## config.mk

```make
export PLATFORM = sky130hd
export DESIGN_NAME = rlvc_top
export DESIGN_NICKNAME = d
export VERILOG_FILES = /design/src/rlvc_pkg.sv /design/src/rlvc_top.sv
export VERILOG_INCLUDE_DIRS = /design/src /design/src/src
export SDC_FILE = /design/constraint.sdc
export NUM_CORES = 1
export LEC_CHECK = 0
export ABC_AREA = 0
export BUFFER_PORTS_ARGS = -buffer_cell sky130_fd_sc_hd__buf_4
export CELL_PAD_IN_SITES_DETAIL_PLACEMENT = 0
export CELL_PAD_IN_SITES_GLOBAL_PLACEMENT = 2
export CORE_ASPECT_RATIO = 2
export CORE_MARGIN = 2
export CORE_UTILIZATION = 27
export DETAILED_ROUTE_END_ITERATION = 8
export PLACE_DENSITY = 0.88
export SLEW_MARGIN = 20
export SYNTH_ARGS = -nofsm -noshare
export SYNTH_HDL_FRONTEND = slang
export SYNTH_SLANG_ARGS = --single-unit
export TNS_END_PERCENT = 100
```

## constraint.sdc

```tcl
create_clock -name clk_i -period 5.68 [get_ports clk_i]
set_clock_uncertainty 0.1 [all_clocks]
set_input_delay 0.568 -clock clk_i [delete_from_list [all_inputs] [get_ports clk_i]]
set_output_delay 0.568 -clock clk_i [all_outputs]
set_load 0.02 [all_outputs]
```

## src/rlvc_map.svh

```systemverilog
// How it works
// - highest vector number wins, vector zero first
// - all reset causes use vector zero
// - detector runs only when enable set
// - stop turns detector off unless stop-enable
// - both enables turn deep stop into shallow
// - power-on holds reset until supply recovers
// - power-on sets power-on and low-volt flags
// - low-volt reset enable resets, sets flag
// - one bit picks detector trip level
// - low-volt reset held until supply recovers
// - warning sets flag, enabled requests vector three
// - zero clock select leaves pin as port
// - nonzero select drives divided clock, overrides direction
// - division ratio follows clock select field
// - nine byte-wide control registers
// - pin slew and drive from register bits
// - request forwarded only when flag and enable
`ifndef RLVC_MAP_SVH
`define RLVC_MAP_SVH
`define RLVC_A_PWR 8'h00
`define RLVC_A_RSTAT 8'h04
`define RLVC_A_CLKO 8'h08
`define RLVC_A_ISTAT 8'h0C
`define RLVC_A_ICLR 8'h10
`define RLVC_A_IEN 8'h14
`define RLVC_A_VEC 8'h18
`define RLVC_A_STOP 8'h1C
`define RLVC_A_EXT 8'h20
`define RLVC_PWR_RESET 8'h01
`define RLVC_RSTAT_POR 8'h82
`define RLVC_B_LOW_VOLT_DETECT_ENABLE 0
`define RLVC_B_STOP_MODE_DETECT_ENABLE 1
`define RLVC_B_LOW_VOLT_RESET_ENABLE 2
`define RLVC_B_TRIP 3
`define RLVC_B_STOP_REQ 0
`define RLVC_B_STOP_DEEP 1
`define RLVC_F_SEL 2:0
`define RLVC_B_SLEW 3
`define RLVC_B_DRIVE 4
`define RLVC_I_WARN 0
`define RLVC_I_EXT 1
`define RLVC_I_PLL 2
`define RLVC_V_RESET 5'h00
`define RLVC_V_SWI 1
`define RLVC_V_EXT 2
`define RLVC_V_WARN 3
`define RLVC_V_PLL 4
`define RLVC_V_FIRST_PERIPH 5
`define RLVC_S_POR 7
`define RLVC_S_PIN 6
`define RLVC_S_WDOG 5
`define RLVC_S_BADOP 4
`define RLVC_S_BADADDR 3
`define RLVC_S_CLKLOSS 2
`define RLVC_S_LVD 1
`endif

```

## src/rlvc_pkg.sv

```systemverilog
package rlvc_pkg;
  typedef enum logic [1:0] {
    RLVC_RUN,
    RLVC_STOP2,
    RLVC_STOP3
  } rlvc_pmode_t;
  typedef enum logic {
    RLVC_ACTIVE,
    RLVC_HOLD
  } rlvc_rst_state_t;
  typedef logic [7:0] rlvc_byte_t;
endpackage

```

## src/rlvc_top.sv

```systemverilog
`timescale 1ns/100ps
`default_nettype none
`include "rlvc_map.svh"
module rlvc_top #(
  parameter int NVEC = 32
) (
  input wire logic clk_i,
  input wire logic rst_i,
  input wire logic wb_cyc_i,
  input wire logic wb_stb_i,
  input wire logic wb_we_i,
  input wire logic [7:0] wb_adr_i,
  input wire logic [3:0] wb_sel_i,
  input wire logic [31:0] wb_dat_i,
  output logic [31:0] wb_dat_o,
  output logic wb_ack_o,
  input wire logic por_i,
  input wire logic supply_low_i,
  input wire logic warn_low_i,
  input wire logic wdog_rst_i,
  input wire logic clk_loss_rst_i,
  input wire logic pin_rst_i,
  input wire logic bad_op_rst_i,
  input wire logic bad_addr_rst_i,
  input wire logic dbg_rst_i,
  input wire logic swi_i,
  input wire logic ext_req_i,
  input wire logic pll_unlock_i,
  input wire logic [NVEC-1:0] periph_req_i,
  input wire logic wake_i,
  input wire logic port_data_i,
  input wire logic port_dir_i,
  output logic sys_rst_o,
  output logic [4:0] vec_o,
  output logic vec_valid_o,
  output logic irq_o,
  output logic detect_on_o,
  output logic trip_sel_o,
  output rlvc_pkg::rlvc_pmode_t pmode_o,
  output logic pin_o,
  output logic pin_oe_n_o,
  output logic pin_slew_o,
  output logic pin_drive_o
);
  import rlvc_pkg::*;

  // registers
  rlvc_byte_t pwr_ff, nxt_pwr;
  rlvc_byte_t rstat_ff, nxt_rstat;
  rlvc_byte_t clko_ff, nxt_clko;
  rlvc_byte_t istat_ff, nxt_istat;
  rlvc_byte_t ien_ff, nxt_ien;
  rlvc_byte_t ext_ff, nxt_ext;
  rlvc_byte_t cause_ff, nxt_cause;
  rlvc_rst_state_t rst_st_ff, nxt_rst_st;
  rlvc_pmode_t pmode_ff, nxt_pmode;
  logic [2:0] div_ff, nxt_div;
  logic clk_ff, nxt_clk;
  logic ack_ff;
  logic [31:0] dat_ff;
  logic irq_ff;
  logic [4:0] vec_ff;
  logic vec_valid_ff;
  logic pin_ff, pin_oe_n_ff;
  logic det_on_ff;

  // bus decode
  // a write lands only at the edge where ack is already high, so a master
  // that holds its request until it samples ack stores each write once;
  // a narrow write without the low byte lane selected is dropped
  wire req = wb_cyc_i & wb_stb_i;
  wire wr = req & wb_we_i & ack_ff & wb_sel_i[0];
  wire hit_pwr = wb_adr_i == `RLVC_A_PWR;
  wire hit_rstat = wb_adr_i == `RLVC_A_RSTAT;
  wire hit_clko = wb_adr_i == `RLVC_A_CLKO;
  wire hit_istat = wb_adr_i == `RLVC_A_ISTAT;
  wire hit_iclr = wb_adr_i == `RLVC_A_ICLR;
  wire hit_ien = wb_adr_i == `RLVC_A_IEN;
  wire hit_vec = wb_adr_i == `RLVC_A_VEC;
  wire hit_stop = wb_adr_i == `RLVC_A_STOP;
  wire hit_ext = wb_adr_i == `RLVC_A_EXT;
  wire [7:0] wdat = wb_dat_i[7:0];

  // control bits
  wire low_volt_detect_enable = pwr_ff[`RLVC_B_LOW_VOLT_DETECT_ENABLE];
  wire stop_mode_detect_enable = pwr_ff[`RLVC_B_STOP_MODE_DETECT_ENABLE];
  wire low_volt_reset_enable = pwr_ff[`RLVC_B_LOW_VOLT_RESET_ENABLE];
  wire [2:0] sel = clko_ff[`RLVC_F_SEL];

  // detector active in run, or in stop with stop-enable
  // the detector follows the current power mode, so leaving stop brings it
  // back on in the same cycle that the mode returns to run
  wire det_on = low_volt_detect_enable & ((pmode_ff == RLVC_RUN) | stop_mode_detect_enable);
  wire lvd_hit = det_on & low_volt_reset_enable & supply_low_i;

  // reset causes, all routed to the reset vector
  wire other_rst = wdog_rst_i | clk_loss_rst_i | pin_rst_i | bad_op_rst_i
                 | bad_addr_rst_i | dbg_rst_i;
  wire any_rst = por_i | lvd_hit | other_rst;
  rlvc_byte_t cause_now;
  assign cause_now = {por_i, pin_rst_i, wdog_rst_i, bad_op_rst_i, bad_addr_rst_i,
                      clk_loss_rst_i, por_i | lvd_hit, 1'b0};
  // release waits for supply above threshold after power-on or low-volt reset
  // other causes release as soon as their request drops; a supply still low
  // only holds reset when the power-on or low-volt flag is among the recorded causes
  wire supply_wait = (cause_ff[`RLVC_S_POR] | cause_ff[`RLVC_S_LVD]) & supply_low_i;
  wire release_now = (rst_st_ff == RLVC_HOLD) & ~any_rst & ~supply_wait;

  // interrupt events
  // the warning flag sets whenever the detector sees a warning, whatever the
  // enable; the enable only decides whether a request reaches the core
  wire warn_ev = det_on & warn_low_i;
  wire ext_ev = ext_req_i & ext_ff[0];
  rlvc_byte_t ev;
  assign ev = {5'h00, pll_unlock_i, ext_ev, warn_ev};
  rlvc_byte_t clr;
  assign clr = (wr & hit_iclr) ? wdat : 8'h00;
  rlvc_byte_t act;
  assign act = istat_ff & ien_ff;

  // pending vector set
  logic [NVEC-1:0] pend;
  always_comb begin
    pend = periph_req_i;
    pend[`RLVC_V_FIRST_PERIPH-1:0] = '0;
    pend[0] = rst_st_ff == RLVC_HOLD;
    pend[`RLVC_V_SWI] = swi_i;
    pend[`RLVC_V_EXT] = act[`RLVC_I_EXT];
    pend[`RLVC_V_WARN] = act[`RLVC_I_WARN];
    pend[`RLVC_V_PLL] = act[`RLVC_I_PLL];
  end

  // vector zero beats all, otherwise highest number wins
  // the scan runs upward so the last set bit found is the largest number;
  // the reset check comes last so it overrides any peripheral request
  function automatic logic [4:0] top_vec(input logic [NVEC-1:0] p);
    logic [4:0] v;
    v = `RLVC_V_RESET;
    for (int i = 1; i < NVEC; i++) begin
      if (p[i]) begin
        v = 5'(i);
      end
    end
    if (p[0]) begin
      v = `RLVC_V_RESET;
    end
    return v;
  endfunction
  wire [4:0] win = top_vec(pend);

  // reset sequencer
  // causes gather for the whole hold so that overlapping requests all show;
  // a fresh hold starts from an empty set so stale causes are dropped, and
  // software sees the set only once the system leaves reset
  always_comb begin
    nxt_rst_st = rst_st_ff;
    nxt_cause = cause_ff;
    nxt_rstat = rstat_ff;
    if (any_rst) begin
      nxt_rst_st = RLVC_HOLD;
      nxt_cause = ((rst_st_ff == RLVC_HOLD) ? cause_ff : 8'h00) | cause_now;
    end else if (release_now) begin
      nxt_rst_st = RLVC_ACTIVE;
      nxt_rstat = cause_ff;
    end
  end

  // power control and stop-mode entry
  // reset, and while already in stop a wake or pending irq, take priority over a new stop request; with both detector
  // enables set a deep request lands in the shallow mode, which keeps the
  // detector powered at the cost of higher standby current
  always_comb begin
    nxt_pwr = pwr_ff;
    nxt_pmode = pmode_ff;
    if (wr & hit_pwr) begin
      nxt_pwr = wdat & 8'h0F;
    end
    if ((pmode_ff != RLVC_RUN) & (wake_i | irq_ff)) begin
      nxt_pmode = RLVC_RUN;
    end else if (wr & hit_stop & wdat[`RLVC_B_STOP_REQ]) begin
      if (wdat[`RLVC_B_STOP_DEEP] & ~(low_volt_detect_enable & stop_mode_detect_enable)) begin
        nxt_pmode = RLVC_STOP2;
      end else begin
        nxt_pmode = RLVC_STOP3;
      end
    end
    if (rst_st_ff == RLVC_HOLD) begin
      nxt_pmode = RLVC_RUN;
    end
  end

  // interrupt flags, set wins over clear
  always_comb begin
    nxt_istat = (istat_ff & ~clr) | ev;
    nxt_ien = (wr & hit_ien) ? (wdat & 8'h07) : ien_ff;
    nxt_ext = (wr & hit_ext) ? (wdat & 8'h01) : ext_ff;
    nxt_clko = (wr & hit_clko) ? (wdat & 8'h1F) : clko_ff;
  end

  // clock output divider, ratio twice the select value
  // the output toggles every select cycles, so one full period spans twice
  // the select value; a zero select parks the divider and the output low
  always_comb begin
    nxt_div = div_ff;
    nxt_clk = clk_ff;
    if (sel == 3'h0) begin
      nxt_div = 3'h0;
      nxt_clk = 1'b0;
    end else if (div_ff + 3'h1 >= sel) begin
      nxt_div = 3'h0;
      nxt_clk = ~clk_ff;
    end else begin
      nxt_div = div_ff + 3'h1;
    end
  end

  // read mux
  logic [7:0] rdat;
  always_comb begin
    rdat = 8'h00;
    if (hit_pwr) begin
      rdat = pwr_ff;
    end else if (hit_rstat) begin
      rdat = rstat_ff;
    end else if (hit_clko) begin
      rdat = clko_ff;
    end else if (hit_istat) begin
      rdat = istat_ff;
    end else if (hit_ien) begin
      rdat = ien_ff;
    end else if (hit_vec) begin
      rdat = {3'h0, vec_ff};
    end else if (hit_stop) begin
      rdat = {6'h00, pmode_ff};
    end else if (hit_ext) begin
      rdat = ext_ff;
    end
  end

  // wishbone slave
  // every request is answered one cycle after it is taken, mapped or not,
  // so a master never waits on an unmapped address
  always_ff @(posedge clk_i) begin
    if (rst_i) begin
      ack_ff <= 1'b0;
      dat_ff <= 32'h0000_0000;
    end else begin
      ack_ff <= req & ~ack_ff;
      dat_ff <= (req & ~ack_ff & ~wb_we_i) ? {24'h000000, rdat} : 32'h0000_0000;
    end
  end

  // control state
  always_ff @(posedge clk_i) begin
    if (rst_i) begin
      pwr_ff <= `RLVC_PWR_RESET;
      rstat_ff <= `RLVC_RSTAT_POR;
      cause_ff <= `RLVC_RSTAT_POR;
      rst_st_ff <= RLVC_HOLD;
      pmode_ff <= RLVC_RUN;
      istat_ff <= 8'h00;
      ien_ff <= 8'h00;
      ext_ff <= 8'h00;
      clko_ff <= 8'h00;
    end else begin
      pwr_ff <= nxt_pwr;
      rstat_ff <= nxt_rstat;
      cause_ff <= nxt_cause;
      rst_st_ff <= nxt_rst_st;
      pmode_ff <= nxt_pmode;
      istat_ff <= nxt_istat;
      ien_ff <= nxt_ien;
      ext_ff <= nxt_ext;
      clko_ff <= nxt_clko;
    end
  end

  // divider and registered outputs
  always_ff @(posedge clk_i) begin
    if (rst_i) begin
      div_ff <= 3'h0;
      clk_ff <= 1'b0;
      irq_ff <= 1'b0;
      vec_ff <= `RLVC_V_RESET;
      vec_valid_ff <= 1'b0;
      pin_ff <= 1'b0;
      pin_oe_n_ff <= 1'b1;
    end else begin
      div_ff <= nxt_div;
      clk_ff <= nxt_clk;
      irq_ff <= |act;
      vec_ff <= win;
      vec_valid_ff <= |pend;
      pin_ff <= (sel != 3'h0) ? nxt_clk : port_data_i;
      pin_oe_n_ff <= (sel != 3'h0) ? 1'b0 : ~port_dir_i;
    end
  end

  assign wb_ack_o = ack_ff;
  assign wb_dat_o = dat_ff;
  assign sys_rst_o = rst_st_ff == RLVC_HOLD;
  assign vec_o = vec_ff;
  assign vec_valid_o = vec_valid_ff;
  assign irq_o = irq_ff;
  assign detect_on_o = det_on_ff;
  assign trip_sel_o = pwr_ff[`RLVC_B_TRIP];
  assign pmode_o = pmode_ff;
  assign pin_o = pin_ff;
  assign pin_oe_n_o = pin_oe_n_ff;
  assign pin_slew_o = clko_ff[`RLVC_B_SLEW];
  assign pin_drive_o = clko_ff[`RLVC_B_DRIVE];

  // detector enable output kept in a flop
  always_ff @(posedge clk_i) begin
    if (rst_i) begin
      det_on_ff <= 1'b0;
    end else begin
      det_on_ff <= det_on;
    end
  end
endmodule
`default_nettype wire

```

==> reports/results.tsv, run 1 <==
metric	value	unit
outcome	complete, no violations	
io_pins	145	
clock_latency	0.33	ns
fp-row-count	55	
required	5.79	ns
max_cap_viol_count	0	
antenna_left	0	
finalNetCount	545	
drive_gt1_share	25.1	%
dpl_cell_area	3740	um2
min_path_type	in -> reg	
dr.first_iter.drc_count	137	
finalHoldViolations	0	
die_h	155	um
antenna_cells	0	
power	1.09	mW
grt_usage	14.2	%
end_kind	flop	
cts_tree	done	
hpwlAfterDp	6.57	mm
crit_type	in -> reg	
post-route-period-util	38.1	%
powerDensity	269	nW/um2
fin_crit	2.17	ns
ys_seq_elements	61	
cp_slowest_cell	or4_4	
ys_seq_area_share	39.9	%
via_per_inst	4.74	
pwr-share-seq	40.2	%
cts_buffers	9	
worst_pin_slew	0.722	ns
slew_viol_final	0	
routabilityCongestion	0.783	
critical_path_arrival	2.28	ns
start_kind	primary input	
synth_ff_type	dfxtp_1	
h-tree-depth	3	
portBuffers	88	
ctsResizeCount	0	
grt_pass1_vias	2770	
holdBufCountCts	0	
drt-wirelength-per-cell	14.5	um
routed_wirelength	8.59	mm
grt_use_met2	24.6	%
synth_cell_types	55	
clockBufferDepth	2	
dp_slack	3.16	ns
path_max_fanout	8	
finalSetupViolCount	0	
rsz0062_at_grt	no	
drcViolationCount	0	
post_cts.repair.setup_buffers	0	
p_int	0.829	mW
fin_area	4040	um2
most-common-layout-cells	buf_4 (88), nor2_1 (61), dfxtp_1 (61), nand2_1 (26)	
ir_drop	0.000159	V
tns	0	ns
p_leak	1.64	nW
comb_power_share	9.4	%
cts.sinks	61	
gr-total-overflow	0	
syn_area_per_cell	8.52	um2
root_buffer	clkbuf_16	
utilization	36.3	%
critPathMaxStageDelay	0.55	ns
grt_use_met1	16.6	%
final_common_cell	buf_4	
area_growth	32.2	%
dieArea	12200	um2
switching_share	23.8	%
fmax	0.462	GHz
start_util	27.4	%
busiest_layer	met2	
clk_pin_slew	0.05	ns
yosys_warnings	0	
synth_area	3060	um2
switchingPower	0.259	mW
synth_edf_count	0	
fp.coreArea	11100	um2
max-slew-margin-rel	51.2	%
dieWidth	79.3	um
crit_chain	buf_4 -> or4_4 -> nor3_4 -> and3b_1 -> mux2i_1 -> nor2_1	
syn_inst	359	
via_count	2809	
synthArstFlopShare	0	%
antenna_found_initial	0	
pwr-share-clk	50.5	%
dr.pass1.iters	6	
grt_max_degree	44	
grt_pass1_wl	13.5	mm
met3_usage	4.14	%
setup_slack	3.51	ns
-- layer usage --
metal	vias up	share of wire, %
li1	1409	-
met1	1319	42
met2	72	51
met3	9	5.8
met4	0	1.2
met5	-	0
-- state kept, by name (all words and copies together) (netlist names) --
signal and count:
wb_ack_o 1, pin_o 1, pmode_o 2, sys_rst_o 1, ext_ff 1, clko_ff 5
vec_valid_o 1, cause_ff 7, clk_ff 1, pin_oe_n_o 1, istat_ff 8, ien_ff 3
wb_dat_o 8, vec_o 5, irq_o 1, detect_on_o 1, rstat_ff 7, pwr_ff 4
div_ff 3
-- synth_stat cells, types with 3 or more instances --
master / number / area share [%]
nor2b_1: 7 / 1.4
nor2_1: 61 / 7.5
nor4b_1: 3 / 0.86
nand2_1: 26 / 3.2
o211ai_1: 3 / 0.74
dfxtp_1: 61 / 40
mux2i_1: 24 / 7.9
inv_1: 12 / 1.5
o21ai_0: 13 / 2.1
buf_4: 24 / 5.9
or4_1: 3 / 0.74
nor4_1: 8 / 1.6
and3_1: 7 / 1.4
nor3_1: 16 / 2.6
nand3_1: 7 / 1.1
buf_1: 3 / 0.37
ha_1: 4 / 1.6
clkbuf_1: 6 / 0.74
a22oi_1: 5 / 1.2
a21oi_1: 19 / 3.1
-- logic make-up (layout without fill, tap and decap cells) --
| logic type | Yosys count | in the layout | share of synthesized area, % |
|---|---|---|---|
| compound gates | 65 | 65 | 14.1 |
| xor+xnor | 2 | 2 | 0.573 |
| fa+ha+maj | 4 | 4 | 1.64 |
| buf+inv | 48 | 116 | 9.37 |
| flops | 61 | 61 | 39.9 |
| mux | 28 | 28 | 10.1 |
| other cells | 1 | 24 | 0.123 |
| simple gates | 150 | 150 | 24.2 |
-- power by group through the flow --
stage / registers (mW) / logic [mW] / clock network, mW
2_1_floorplan: 0.447 / 0.0581 / 0
3_3_place_gp: 0.446 / 0.102 / 0
3_5_place_dp: 0.446 / 0.102 / 0
4_1_cts: 0.437 / 0.102 / 0.561
5_1_grt: 0.437 / 0.111 / 0.582
6_report: 0.437 / 0.102 / 0.550
-- critical path, delay by kind of cell --
family / cells / cell delay (ns)
buf+inv: 1 / 0.15
simple gates: 4 / 1.32
mux: 1 / 0.23
-- path summary, 6_finish.rpt --
check	startpoint	endpoint	cells past startpoint	slack, ns
worst min-delay path	port_dir_i	pin_oe_n_o	2	0.31
worst max-delay path	wb_adr_i[4]	clko_ff[4]	6	3.51
worst max register to register	div_ff[0]	pin_o	8	3.70
worst min register to register	div_ff[0]	div_ff[0]	1	0.37
-- layout make-up --
type	count	area (um2)
Clock buffer	11	243
Clock inverter	5	60.1
Fill cell	1201	7100
Inverter	12	45.0
Multi-Input combinational cell	273	1640
Sequential cell	61	1220
Tap cell	142	178
Timing Repair Buffer	88	661
-- stage by stage --
step                hold WS [ns]  cells
floorplan                  0.321    382
global placement           0.342    576
finish                     0.312    592
CTS                        0.299    592
global route               0.302    592
detailed placement         0.361    576
No activity file was read; power rests on OpenSTA's default activity.
==> run 2: changes to the inputs <==
Settings changed: CORE_UTILIZATION 27 to 25, PLACE_DENSITY 0.88 to 0.83.
Clock period 5.68 ns to 2.1 ns, I/O delays scaled along.
==> run 2 against run 1 <==
Count of clock-buffer cells in the layout did not move; final area rose by 3.5%; via count rose by 3.4%; combinational power increased to 2.9 times the previous value; sequential power increased to 2.7 times the previous value; cell count grew 3.7%; critical path depth is 2 higher; routed wire length rose by 9.3%; die area rose by 7.7%; largest power group unchanged.
==> reports/results.tsv, run 2 (synthesis results as in run 1) <==
metric	value	unit
powerDensity	683	nW/um2
io_pins	145	
root_buffer	clkbuf_16	
dr.max_layer_used	met4	
hpwlAfterDp	7.69	mm
rr_startpoint	div_ff[0]	
most-common-layout-cells	buf_4 (101), nor2_1 (61), dfxtp_1 (61), nand2_1 (26)	
antenna_left	0	
regArea	1220	um2
slew_viol_final	0	
crit_chain	ha_1 -> xor2_2 -> ha_1 -> a21oi_2 -> o21ai_2 -> xnor2_1 -> nor3_1 -> a31o_2	
fmax	0.520	GHz
rsz0062_at_grt	no	
crit_type	reg -> reg	
grt_max_degree	24	
ir_drop	0.000329	V
fillCellCount	1245	
max_cap_viol_count	0	
power	2.86	mW
reg2reg_setup_slack	0.18	ns
r2r-end	pin_o	
required	2.22	ns
grt_pass1_wl	14.9	mm
h-tree-depth	3	
dr_wl_met3	376	um
worstHoldEndpoint	cause_ff[6]	
fin_crit	1.92	ns
worst_pin_slew	0.493	ns
clock_latency	0.33	ns
die_h	160	um
cts_buffers	9	
critPathMaxStageDelay	0.33	ns
cp_slowest_cell	dfxtp_1	
routabilityCongestion	0.831	
min_from	pin_rst_i	
antenna_cells	0	
min_path_type	in -> reg	
start_util	25.4	%
finalSetupViolCount	0	
rr_worst_depth	8	
critPathMostFrequentCell	ha_1	
portBuffers	88	
post_cts.repair.setup_buffers	0	
utilization	34.7	%
worstHoldPathCells	3	
dieArea	13200	um2
drcViolationCount	0	
drt-wirelength-per-cell	15.3	um
area_growth	36.9	%
via_per_inst	4.73	
critical_path_arrival	2.04	ns
start_kind	flop	
clk_pin_slew	0.05	ns
via_count	2904	
post-route-period-util	91.5	%
clockBufferDepth	2	
fp-row-count	57	
grt_pass1_vias	2992	
dr_wl_met2	5.57	mm
p_leak	1.72	nW
hold-worst-slack	0.00838	ns
multi_input_area	1650	um2
dr.first_iter.drc_count	110	
grt_usage	15.0	%
drive_gt1_share	27.8	%
dieWidth	82.2	um
gr-total-overflow	0	
fp.coreArea	12100	um2
routed_wirelength	9.39	mm
dpl_cell_area	3840	um2
finalNetCount	562	
cts.sinks	61	
tns	0	ns
dr.pass1.iters	4	
met1_length	3.24	mm
final_common_cell	buf_4	
antenna_found_initial	0	
max-slew-margin-rel	66.8	%
fin_area	4190	um2
outcome	complete, no violations	
path_max_fanout	3	
cts_tree	done	
end_kind	flop	
finalHoldViolations	0	
==> run 2: cell count changes in the layout (fill, tap and decap cells not counted), sizes merged <==
cell	delta
bufinv	-1
clkinvlp	+1
buf	+13
clkinv	-1
dlygate4sd3	+4
inv	+1
==> run 2: per-stage QoR <==
stage / std cells / worst slack [ns]
3_5_place_dp: 594 / 0.0819
2_1_floorplan: 382 / 0.252
3_3_place_gp: 594 / 0.118
6_report: 614 / 0.178
5_1_grt: 614 / 0.0436
4_1_cts: 614 / 0.0646
==> run 2: cell type report <==
class / instances / share of cell area (%)
Tap cell: 147 / 4.39
Timing Repair Buffer: 105 / 19.1
Clock buffer: 11 / 6.04
Sequential cell: 61 / 29.2
Multi-Input combinational cell: 273 / 39.4
Inverter: 12 / 1.08
Clock inverter: 5 / 0.807
==> run 2: worst max-delay path by stage <==
stage                     start          end  slack [ns]  cells after the start
floorplan            pmode_o[1]  rstat_ff[2]        0.25                      5
global placement    wb_adr_i[4]   clko_ff[4]        0.12                      6
detailed placement    div_ff[0]        pin_o        0.08                      8
CTS                   div_ff[0]        pin_o        0.06                      8
global route          div_ff[0]        pin_o        0.04                      8
finish                div_ff[0]        pin_o        0.18                      8
==> run 2: power breakdown <==
part           total, mW  leakage, nW  switching, mW  internal, mW
logic              0.292         1.09          0.162         0.130
clock network       1.38        0.138          0.523         0.861
registers           1.18        0.495        0.00833          1.17
total               2.86         1.72          0.694          2.16
==> run 2: metal layers <==
layer / vias to the layer above / global-route usage (%)
li1: 1439 / -
met4: 0 / 6.82
met3: 12 / 2.36
met5: - / 0
met2: 89 / 29.3
met1: 1364 / 14.4
==> run 2: timing repair <==
action                                 4_1_cts  5_1_grt
hold buffers                                 4        0
endpoints found under the hold margin        4        0
setup endpoints to repair                    0        4
gates resized for setup                      0        4
==> run 2: critical path, delay by kind of cell (launching register included) <==
| kind | cells | cell delay [ns] |
|---|---|---|
| compound gates | 3 | 0.48 |
| xor+xnor | 2 | 0.29 |
| fa+ha+maj | 2 | 0.54 |
| flops | 1 | 0.33 |
| simple gates | 1 | 0.07 |
